--- config.mk ---
export PLATFORM = sky130hd
export DESIGN_NAME = vpm_voltage_protect
export DESIGN_NICKNAME = d
export VERILOG_FILES = /design/src/core/vpm_delay_timer.v /design/src/core/vpm_voltage_protect.v
export VERILOG_INCLUDE_DIRS = /design/src /design/src/core
export SDC_FILE = /design/constraint.sdc
export NUM_CORES = 2
export LEC_CHECK = 0
export BUFFER_PORTS_ARGS = -buffer_cell sky130_fd_sc_hd__buf_4
export CAP_MARGIN = 15
export CELL_PAD_IN_SITES_DETAIL_PLACEMENT = 1
export CELL_PAD_IN_SITES_GLOBAL_PLACEMENT = 2
export CORE_UTILIZATION = 34
export DETAILED_ROUTE_END_ITERATION = 16
export GPL_TIMING_DRIVEN = 0
export PLACE_DENSITY_LB_ADDON = 0.3
export SLEW_MARGIN = 20
export SYNTH_ARGS = -nofsm -noshare
export SYNTH_HDL_FRONTEND = slang
export SYNTH_SLANG_ARGS = --single-unit
export TNS_END_PERCENT = 1
--- constraint.sdc ---
create_clock -name clk_in -period 36.2 [get_ports clk_in]
set_input_delay 5.43 -clock clk_in [delete_from_list [all_inputs] [get_ports clk_in]]
set_output_delay 5.43 -clock clk_in [all_outputs]
set_load 0.005 [all_outputs]
--- src/core/vpm_defines.vh ---
`ifndef VPM_DEFINES_VH
`define VPM_DEFINES_VH

// measurement and setting widths
`define VPM_VW            16
`define VPM_PW            8
`define VPM_CW            16

// tenth-second tick: 0.1 s at 10 MHz
`define VPM_TICK_NS       100000000
`define VPM_CLK_NS        100
`define VPM_TICK_CYC      (`VPM_TICK_NS / `VPM_CLK_NS)

// percent scale and fixed figures
`define VPM_PCT           32'd100
`define VPM_WIN_LO_PCT    32'd50
`define VPM_WIN_HI_PCT    32'd120
`define VPM_PL_PCT        32'd38
`define VPM_PL_HYST_PCT   32'd45
`define VPM_HYST_PCT      32'd5
`define VPM_PCT2          32'd10000

// reversal trip: 0.1 s of persistence, giving a trip within 0.2 s
`define VPM_REV_DELAY     8'h01

// factory settings, to be driven onto the setting ports
`define VPM_IMB_THR_DEF   8'h0a // RL3
`define VPM_IMB_TST_DEF   8'h07 // RL4
`define VPM_IMB_TRUN_DEF  8'h14 // RL4
`define VPM_PL_T_DEF      8'h1e // RL11
`define VPM_PL_EN_DEF     1'b1 // RL11
`define VPM_REV_EN_DEF    1'b0 // RL14
`define VPM_SEQ_ABC       1'b0 // RL13
`define VPM_SEQ_ACB       1'b1
`define VPM_UV_THR_DEF    8'h55 // RL18
`define VPM_UV_T_DEF      8'h1e // RL19
`define VPM_EN_DEF        1'b0

`endif

--- src/core/vpm_delay_timer.v ---
`include "vpm_defines.vh"

// counts tenth-second ticks while the trip condition holds; any gap restarts it
module vpm_delay_timer (
  input  wire                 clk_in,
  input  wire                 rst_in,
  input  wire                 cond_in,
  input  wire                 tick_in,
  input  wire [`VPM_PW-1:0]   limit_in,
  output wire                 expired_out
);

  reg [`VPM_PW-1:0] count_q;
  reg [`VPM_PW-1:0] count_d;

  always @*
  begin
    count_d = count_q;
    if (!cond_in)
      count_d = {`VPM_PW{1'b0}}; // RL23
    else if (tick_in && (count_q < limit_in))
      count_d = count_q + 8'h01;
  end

  always @(posedge clk_in)
  begin
    if (rst_in)
      count_q <= {`VPM_PW{1'b0}};
    else
      count_q <= count_d;
  end

  // a limit changed downward mid-count takes effect at once
  assign expired_out = cond_in && (count_q >= limit_in);

endmodule // vpm_delay_timer

--- src/core/vpm_voltage_protect.v ---
// Function
// RL1 - imbalance warning above warn percent; fault above fault percent for the delay
// RL2 - imbalance uses start delay in start, run delay in run; one timer
// RL3 - imbalance thresholds in whole percent, default ten percent
// RL4 - imbalance delays in tenth seconds, defaults 0.7 s and 2 s
// RL5 - imbalance and undervoltage flags clear five percent of threshold past it
// RL6 - phase loss warning immediately above 38 percent deviation
// RL7 - phase loss fault when above 38 percent for the whole delay
// RL8 - imbalance, loss, reversal only for 50..120 percent average, three-phase, expansion
// RL9 - phase loss evaluated in ready, start or run only
// RL10 - loss indicators name largest-deviation phase; ties set both
// RL11 - phase loss delay tenth seconds, default 3 s; both enabled by default
// RL12 - phase loss clears only after deviation falls by 45 percent hysteresis
// RL13 - reversal fault when observed order differs from selected sequence
// RL14 - reversal has no warning, no delay setting, trips within 0.2 s, default off
// RL15 - each reversal fault increments the wiring fault counter
// RL16 - undervoltage warning as soon as a phase is below warn threshold
// RL17 - undervoltage fault when below fault threshold continuously for the delay
// RL18 - undervoltage thresholds whole percent of nominal, default 85 percent
// RL19 - undervoltage delay in tenth seconds, default 3 s
// RL20 - undervoltage evaluated in ready and run only, never start
// RL21 - fault and warning have independent enables
// RL22 - each phase loss fault increments the phase loss counter
// RL23 - fault timers restart when their condition clears early
// RL24 - outputs held inactive while the function is inactive
`include "vpm_defines.vh"

module vpm_voltage_protect #(
  parameter TICK_CYCLES = `VPM_TICK_CYC
) (
  input  wire                 clk_in,
  input  wire                 rst_in,
  input  wire [`VPM_VW-1:0]   volt_line12_in,
  input  wire [`VPM_VW-1:0]   volt_line23_in,
  input  wire [`VPM_VW-1:0]   volt_line31_in,
  input  wire [`VPM_VW-1:0]   nominal_volt_in,
  input  wire                 expansion_present_in,
  input  wire                 three_phase_in,
  input  wire                 motor_ready_in,
  input  wire                 motor_start_in,
  input  wire                 motor_run_in,
  input  wire                 observed_acb_in,
  input  wire                 imb_fault_en_in,
  input  wire                 imb_warn_en_in,
  input  wire [`VPM_PW-1:0]   imb_warn_threshold_in,
  input  wire [`VPM_PW-1:0]   imb_fault_threshold_in,
  input  wire [`VPM_PW-1:0]   start_fault_delay_in,
  input  wire [`VPM_PW-1:0]   run_fault_delay_in,
  input  wire                 pl_fault_en_in,
  input  wire                 pl_warn_en_in,
  input  wire [`VPM_PW-1:0]   pl_fault_delay_in,
  input  wire                 rev_fault_en_in,
  input  wire                 seq_acb_sel_in,
  input  wire                 uv_fault_en_in,
  input  wire                 uv_warn_en_in,
  input  wire [`VPM_PW-1:0]   uv_warn_threshold_in,
  input  wire [`VPM_PW-1:0]   uv_fault_threshold_in,
  input  wire [`VPM_PW-1:0]   uv_fault_delay_in,
  output reg                  imb_warn_out,
  output reg                  imb_fault_out,
  output reg                  pl_warn_out,
  output reg                  pl_fault_out,
  output reg  [2:0]           worst_phase_indicator_out,
  output reg                  rev_fault_out,
  output reg                  uv_warn_out,
  output reg                  uv_fault_out,
  output reg  [`VPM_CW-1:0]   pl_fault_count_out,
  output reg  [`VPM_CW-1:0]   wiring_fault_count_out
);

  // tenth-second prescaler; every delay setting counts these ticks, so a delay lands
  // within one tick of its setting, depending on the prescaler phase at the start
  reg  [31:0]          presc_q;
  wire                 tick = (presc_q == TICK_CYCLES - 1); // RL4 RL11 RL19

  always @(posedge clk_in)
  begin
    if (rst_in)
      presc_q <= 32'd0;
    else if (tick)
      presc_q <= 32'd0;
    else
      presc_q <= presc_q + 32'd1;
  end

  // average and per-line deviation
  wire [`VPM_VW*3-1:0] volt_vec = {volt_line31_in, volt_line23_in, volt_line12_in};
  wire [17:0]          vsum = {2'b00, volt_line12_in} + {2'b00, volt_line23_in} + {2'b00, volt_line31_in};
  wire [17:0]          vavg18 = vsum / 18'd3;
  wire [31:0]          avg = {14'd0, vavg18};
  wire [31:0]          nom = {16'd0, nominal_volt_in};
  wire [`VPM_VW*3-1:0] dev_vec;
  wire [2:0]           below_uv_warn;
  wire [2:0]           below_uv_fault;
  wire [2:0]           above_uv_warn_clr;
  wire [2:0]           above_uv_fault_clr;

  genvar g;
  generate
    for (g = 0; g < 3; g = g + 1)
    begin : g_line
      wire [`VPM_VW-1:0] v = volt_vec[g*`VPM_VW +: `VPM_VW];
      wire [31:0]        v32 = {16'd0, v};
      wire [31:0]        d32 = (v32 > avg) ? (v32 - avg) : (avg - v32);
      assign dev_vec[g*`VPM_VW +: `VPM_VW] = d32[`VPM_VW-1:0];
      // thresholds are whole percent of nominal; both sides are scaled, so no divider
      // undervoltage set below threshold, clear at threshold plus five percent
      assign below_uv_warn[g]  = v32 * `VPM_PCT < {24'd0, uv_warn_threshold_in} * nom; // RL16 RL18
      assign below_uv_fault[g] = v32 * `VPM_PCT < {24'd0, uv_fault_threshold_in} * nom; // RL17
      assign above_uv_warn_clr[g] = v32 * `VPM_PCT * `VPM_PCT >=
        {24'd0, uv_warn_threshold_in} * nom * (`VPM_PCT + `VPM_HYST_PCT); // RL5
      assign above_uv_fault_clr[g] = v32 * `VPM_PCT * `VPM_PCT >=
        {24'd0, uv_fault_threshold_in} * nom * (`VPM_PCT + `VPM_HYST_PCT); // RL5
    end
  endgenerate

  wire [`VPM_VW-1:0] dev0 = dev_vec[`VPM_VW-1:0];
  wire [`VPM_VW-1:0] dev1 = dev_vec[2*`VPM_VW-1:`VPM_VW];
  wire [`VPM_VW-1:0] dev2 = dev_vec[3*`VPM_VW-1:2*`VPM_VW];
  wire [`VPM_VW-1:0] dmax01 = (dev0 > dev1) ? dev0 : dev1;
  wire [`VPM_VW-1:0] dmax = (dmax01 > dev2) ? dmax01 : dev2;
  // exact ties flag every phase that shares the largest deviation
  wire [2:0]         worst = {dev2 == dmax, dev1 == dmax, dev0 == dmax}; // RL10
  wire [31:0]        dm = {16'd0, dmax};

  // activity windows
  wire in_window = (avg * `VPM_PCT >= `VPM_WIN_LO_PCT * nom) &&
                   (avg * `VPM_PCT <= `VPM_WIN_HI_PCT * nom) &&
                   expansion_present_in && three_phase_in; // RL8
  wire rss_state = motor_ready_in || motor_start_in || motor_run_in;
  wire imb_act   = in_window && rss_state; // RL24
  wire pl_act    = in_window && rss_state; // RL9
  wire rev_act   = in_window && rss_state;
  // undervoltage ignores the average window and the motor wiring: it needs the readings and the ready or run state
  wire uv_act    = expansion_present_in && (motor_ready_in || motor_run_in) && !motor_start_in; // RL20

  // imbalance comparisons: deviation in percent of average against threshold
  // whole-percent thresholds; cross-multiplying keeps every compare in integers
  wire imb_w_set = dm * `VPM_PCT > {24'd0, imb_warn_threshold_in} * avg; // RL1 RL3
  wire imb_f_set = dm * `VPM_PCT > {24'd0, imb_fault_threshold_in} * avg; // RL1
  wire imb_w_clr = dm * `VPM_PCT * `VPM_PCT <=
                   {24'd0, imb_warn_threshold_in} * avg * (`VPM_PCT - `VPM_HYST_PCT); // RL5
  wire imb_f_clr = dm * `VPM_PCT * `VPM_PCT <=
                   {24'd0, imb_fault_threshold_in} * avg * (`VPM_PCT - `VPM_HYST_PCT); // RL5

  // phase loss: fixed 38 percent, clears once 45 percent of the set level below it
  // the clear level sits far below the set level, so a wavering loss does not chatter
  wire pl_set = dm * `VPM_PCT > `VPM_PL_PCT * avg; // RL6
  wire pl_clr = dm * `VPM_PCT2 <= `VPM_PL_PCT * (`VPM_PCT - `VPM_PL_HYST_PCT) * avg; // RL12

  wire uv_w_any = |below_uv_warn;
  wire uv_f_any = |below_uv_fault;
  wire uv_w_clr = &above_uv_warn_clr;
  wire uv_f_clr = &above_uv_fault_clr;

  // one imbalance timer serves both delays, so a start-state imbalance carries into run
  wire [`VPM_PW-1:0] imb_limit = motor_start_in ? start_fault_delay_in : run_fault_delay_in; // RL2 RL4
  wire               rev_wrong = (observed_acb_in != seq_acb_sel_in); // RL13
  wire               imb_exp;
  wire               pl_exp;
  wire               rev_exp;
  wire               uv_exp;

  vpm_delay_timer u_imb_tmr (
    .clk_in      (clk_in),
    .rst_in      (rst_in),
    .cond_in     (imb_act && imb_f_set && imb_fault_en_in),
    .tick_in     (tick),
    .limit_in    (imb_limit),
    .expired_out (imb_exp)
  );

  // timers count only while their fault enable is on, so turning a fault off restarts its delay
  vpm_delay_timer u_pl_tmr (
    .clk_in      (clk_in),
    .rst_in      (rst_in),
    .cond_in     (pl_act && pl_set && pl_fault_en_in),
    .tick_in     (tick),
    .limit_in    (pl_fault_delay_in), // RL11
    .expired_out (pl_exp)
  );

  // no warning and no delay setting: a fixed one-tick persistence keeps the trip under 0.2 s
  vpm_delay_timer u_rev_tmr (
    .clk_in      (clk_in),
    .rst_in      (rst_in),
    .cond_in     (rev_act && rev_wrong && rev_fault_en_in),
    .tick_in     (tick),
    .limit_in    (`VPM_REV_DELAY), // RL14
    .expired_out (rev_exp)
  );

  vpm_delay_timer u_uv_tmr (
    .clk_in      (clk_in),
    .rst_in      (rst_in),
    .cond_in     (uv_act && uv_f_any && uv_fault_en_in),
    .tick_in     (tick),
    .limit_in    (uv_fault_delay_in), // RL19
    .expired_out (uv_exp)
  );

  // flag next states: set wins, hysteresis clears (reversal clears once the order matches), inactive or disabled forces low
  reg imb_w_d;
  reg imb_f_d;
  reg pl_w_d;
  reg pl_f_d;
  reg rev_f_d;
  reg uv_w_d;
  reg uv_f_d;

  always @*
  begin
    imb_w_d = imb_warn_out;
    imb_f_d = imb_fault_out;
    pl_w_d  = pl_warn_out;
    pl_f_d  = pl_fault_out;
    rev_f_d = rev_fault_out;
    uv_w_d  = uv_warn_out;
    uv_f_d  = uv_fault_out;
    if (!imb_act || !imb_warn_en_in) // RL21
      imb_w_d = 1'b0; // RL24
    else if (imb_w_set)
      imb_w_d = 1'b1; // RL1
    else if (imb_w_clr)
      imb_w_d = 1'b0; // RL5
    if (!imb_act || !imb_fault_en_in) // RL21
      imb_f_d = 1'b0; // RL24
    else if (imb_exp)
      imb_f_d = 1'b1; // RL1
    else if (imb_f_clr)
      imb_f_d = 1'b0; // RL5
    if (!pl_act || !pl_warn_en_in) // RL21
      pl_w_d = 1'b0; // RL24
    else if (pl_set)
      pl_w_d = 1'b1; // RL6
    else if (pl_clr)
      pl_w_d = 1'b0; // RL12
    if (!pl_act || !pl_fault_en_in) // RL21
      pl_f_d = 1'b0; // RL24
    else if (pl_exp)
      pl_f_d = 1'b1; // RL7
    else if (pl_clr)
      pl_f_d = 1'b0; // RL12
    if (!rev_act || !rev_fault_en_in)
      rev_f_d = 1'b0; // RL24
    else if (rev_exp)
      rev_f_d = 1'b1; // RL14
    else if (!rev_wrong)
      rev_f_d = 1'b0;
    if (!uv_act || !uv_warn_en_in) // RL21
      uv_w_d = 1'b0; // RL24
    else if (uv_w_any)
      uv_w_d = 1'b1; // RL16
    else if (uv_w_clr)
      uv_w_d = 1'b0; // RL5
    if (!uv_act || !uv_fault_en_in) // RL21
      uv_f_d = 1'b0; // RL24
    else if (uv_exp)
      uv_f_d = 1'b1; // RL17
    else if (uv_f_clr)
      uv_f_d = 1'b0; // RL5
  end

  // counters saturate rather than wrap so a statistic never reads falsely low
  wire [`VPM_CW-1:0] cnt_max = {`VPM_CW{1'b1}};

  always @(posedge clk_in)
  begin
    if (rst_in)
    begin
      imb_warn_out              <= 1'b0;
      imb_fault_out             <= 1'b0;
      pl_warn_out               <= 1'b0;
      pl_fault_out              <= 1'b0;
      rev_fault_out             <= 1'b0;
      uv_warn_out               <= 1'b0;
      uv_fault_out              <= 1'b0;
      worst_phase_indicator_out <= 3'b000;
      pl_fault_count_out        <= {`VPM_CW{1'b0}};
      wiring_fault_count_out    <= {`VPM_CW{1'b0}};
    end
    else
    begin
      imb_warn_out  <= imb_w_d;
      imb_fault_out <= imb_f_d;
      pl_warn_out   <= pl_w_d;
      pl_fault_out  <= pl_f_d;
      rev_fault_out <= rev_f_d;
      uv_warn_out   <= uv_w_d;
      uv_fault_out  <= uv_f_d;
      if (pl_w_d || pl_f_d)
        worst_phase_indicator_out <= worst; // RL10
      else
        worst_phase_indicator_out <= 3'b000;
      if (pl_f_d && !pl_fault_out && (pl_fault_count_out != cnt_max))
        pl_fault_count_out <= pl_fault_count_out + 16'h0001; // RL22
      if (rev_f_d && !rev_fault_out && (wiring_fault_count_out != cnt_max))
        wiring_fault_count_out <= wiring_fault_count_out + 16'h0001; // RL15
    end
  end

endmodule // vpm_voltage_protect

==> results.txt <==
Main combinational cell family by area after synthesis: adder cells
Worst Hold Class: flop to flop
Mux cell area share after synthesis: 0.9838%
CTS Root Buffer Type: clkbuf_16
Gp weighted congestion: 0.8867
CP Max Fanout: 16
Asr flop ratio synth: 0%
Die ar.: 225200 µm²
XOR/XNOR Fraction of Synth Area: 6.783%
Slew Viols, Final: 0
Synth Area in Simple Gates: 11.66%
Final ANT Viol Nets: 0
Vias in the first global route: 67580
Max stage delay cell, worst path: a21oi_1
Worst-skew pair later-pin latency: 500 ps
Fraction of layout cells with a size suffix above 1: 4.114%
CP top delay family: compound AO/OA/AOI/OAI gates
Die W: 474.6 µm
Initial Util: 34.19%
Worst Tran Pin Value: 1229 ps
Post-synth design cell area: 75920 µm²
Endpoint type of the worst setup path: flop
CP bufs+invs: 17
Pin count of the biggest net entering global routing: 23
Worst setup path endpoint: imb_warn_out
CTS buffer count: 9
Initial antenna violation count: 21
Yosys warns: 0
DRT Wirelength: 248500 µm
Vias: 61710
Max Fclk: 29.11 MHz
Final Hold Slack: 476.7 ps
R2r endpoint: pl_fault_count_out[6]
Endpoints failing setup: 0
Register area share after synthesis: 2.795%
Layout net count: 12060
Fin crit period: 34350 ps
Relative slew slack: 17.50%
Synth-to-Final Area Change: 8.207%
Dpl hpwl: 217800 µm
Synth Register Bits: 106
Drt wl/cell: 20.50 µm
IO buf count: 178
Status: completed
Total track usage: 22.30%
Final Hold Viols: 0
CP max stage delay: 680 ps
Num rows: 173
Worst Clk Skew: 45.75 ps
CTS tree: yes
Reg2Reg Depth: 11
Clock Path Buffers: 2
Area share of fa/ha/maj cells after synthesis: 54.45%
Main flop type after synthesis: dfxtp_1
Critical path arrival: 34760 ps
Required time worst endpoint: 36610 ps
Clock Sinks: 106
Vias per cell: 5.090
WS Path Type: input port to flop
I/O Pins: 186
DRC errors left: 0
Clk pin slew, worst setup/hold paths: 130 ps
Post-synthesis cell type count: 103
Syn avg cell area: 8.515 µm²
Compound-gate portion of the synthesized area: 13.53%
1st-pass router iterations: 6
Chip height: 474.6 µm
Post-route clock period utilization: 94.90%
Number of cells on the critical path: 110
Reg2Reg Setup Slack: 33240 ps
Iter 0 DRT Violations: 2071
Total grt overflow: 0
CP most frequent cell: ha_1
Startpoint class of the critical path: input port
Worst Setup SP: volt_line12_in[1]
Worst R2R Start: pl_fault_count_out[7]
H-Tree Level Count: 3
RSZ-0062 raised after global routing: no
Max-cap violation count: 0
Core area: 222100 µm²
First-pass GRT wire length: 388800 µm
Synthesized Nets: 11840
Post-synth EDFFs: 0
Post-Syn Instances: 8916
[through the flow]
step                      worst slack (ps)  area (µm²)  utilization [%]  instances  setup TNS (ps)
after floorplan                       7935       75920                -       8916               0
after global placement               -2102       80980            36.46      12070          -31510
after detailed placement             721.9       81750            36.81      12100               0
after CTS                             1134       82070            36.95      12110               0
after global routing                 52.34       82150            36.99      12120               0
final                                 1848       82150            36.99      12120               0
[layout by cell type (no fill, tap or decap), types with 115 or more instances in the layout]
cell,instances
nand2_1,517
ha_1,1923
a21oi_1,546
fa_1,859
xor2_1,204
and2_1,254
nor2_1,291
inv_1,1834
o21bai_1,147
xnor2_1,357
o21ai_0,354
nand2b_1,115
nor2b_1,125
a21o_1,260
buf_4,185
[what timing repair did]
item,CTS,global route
endpoints found under the setup margin,0,2
buffers inserted,0,0
gates resized for setup,0,5
hold buffers,0,0
[layout make-up]
| cell class | instances | area (µm²) |
|---|---|---|
| diodes | 9 | 22.52 |
| plain buffers | 138 | 588.1 |
| clock buffers | 9 | 225.2 |
| clock inverters | 7 | 91.34 |
| fillers | 26490 | 139900 |
| inverters | 1835 | 6888 |
| multi-input cells | 6837 | 66670 |
| flip-flops and latches | 106 | 2122 |
| well taps | 2975 | 3722 |
| repair buffers | 207 | 1824 |
[worst register-to-register path, delay by kind of cell (launching register included)]
kind,cells,cell delay (ps)
DFF,1,380
buffers and inverters,2,490
xor gates and xnor gates,1,160
and+or+nand+nor,8,1820
[worst min-delay path by stage]
| stage | end | start | depth (start not counted) |
|---|---|---|---|
| after detailed placement | u_rev_tmr.count_q[3] | u_rev_tmr.count_q[3] | 1 |
| after global placement | presc_q[0] | presc_q[0] | 1 |
| after floorplan | presc_q[0] | presc_q[0] | 1 |
| after global routing | u_rev_tmr.count_q[7] | u_rev_tmr.count_q[7] | 1 |
| after CTS | presc_q[0] | presc_q[0] | 1 |
| final | u_rev_tmr.count_q[7] | u_rev_tmr.count_q[7] | 1 |
[cells by family after synthesis]
logic type,count (synthesis)
compound gates,1632
mux,72
xor+xnor,588
simple gates,1755
flops,106
fa+ha+maj,2790
buf+inv,1973
[synth_stat cells (101+ instances only)]
master	instances	share of area, %
a21o_1	260	2.6
a21oi_1	551	3.6
and2_1	254	2.1
clkbuf_1	115	0.57
dfxtp_1	106	2.8
fa_1	859	23
ha_1	1923	32
inv_1	1835	9.1
nand2_1	517	2.6
nand2b_1	115	0.95
nand3_1	101	0.67
nor2_1	291	1.4
nor2b_1	125	1.0
o21ai_0	355	2.3
o21bai_1	147	1.5
xnor2_1	377	4.3
xor2_1	211	2.4
[registers in the layout, summed over array words and instances (netlist names), 3 cells and up]
register                   flops
pl_fault_count_out            16
presc_q                       32
u_imb_tmr.count_q              8
u_pl_tmr.count_q               8
u_rev_tmr.count_q              8
u_uv_tmr.count_q               8
wiring_fault_count_out        16
worst_phase_indicator_out      3
[per-layer routing]
| layer | share of wire [%] | global-route usage, % |
|---|---|---|
| met1 | 46 | 28.73 |
| met2 | 49 | 39.61 |
| met3 | 2.1 | 1.500 |
| met4 | 3.1 | 6.503 |
| met5 | 0.13 | 0 |
Power is not shown: default switching activity piles up to over one toggle a cycle in this logic, so the estimate is an artifact.
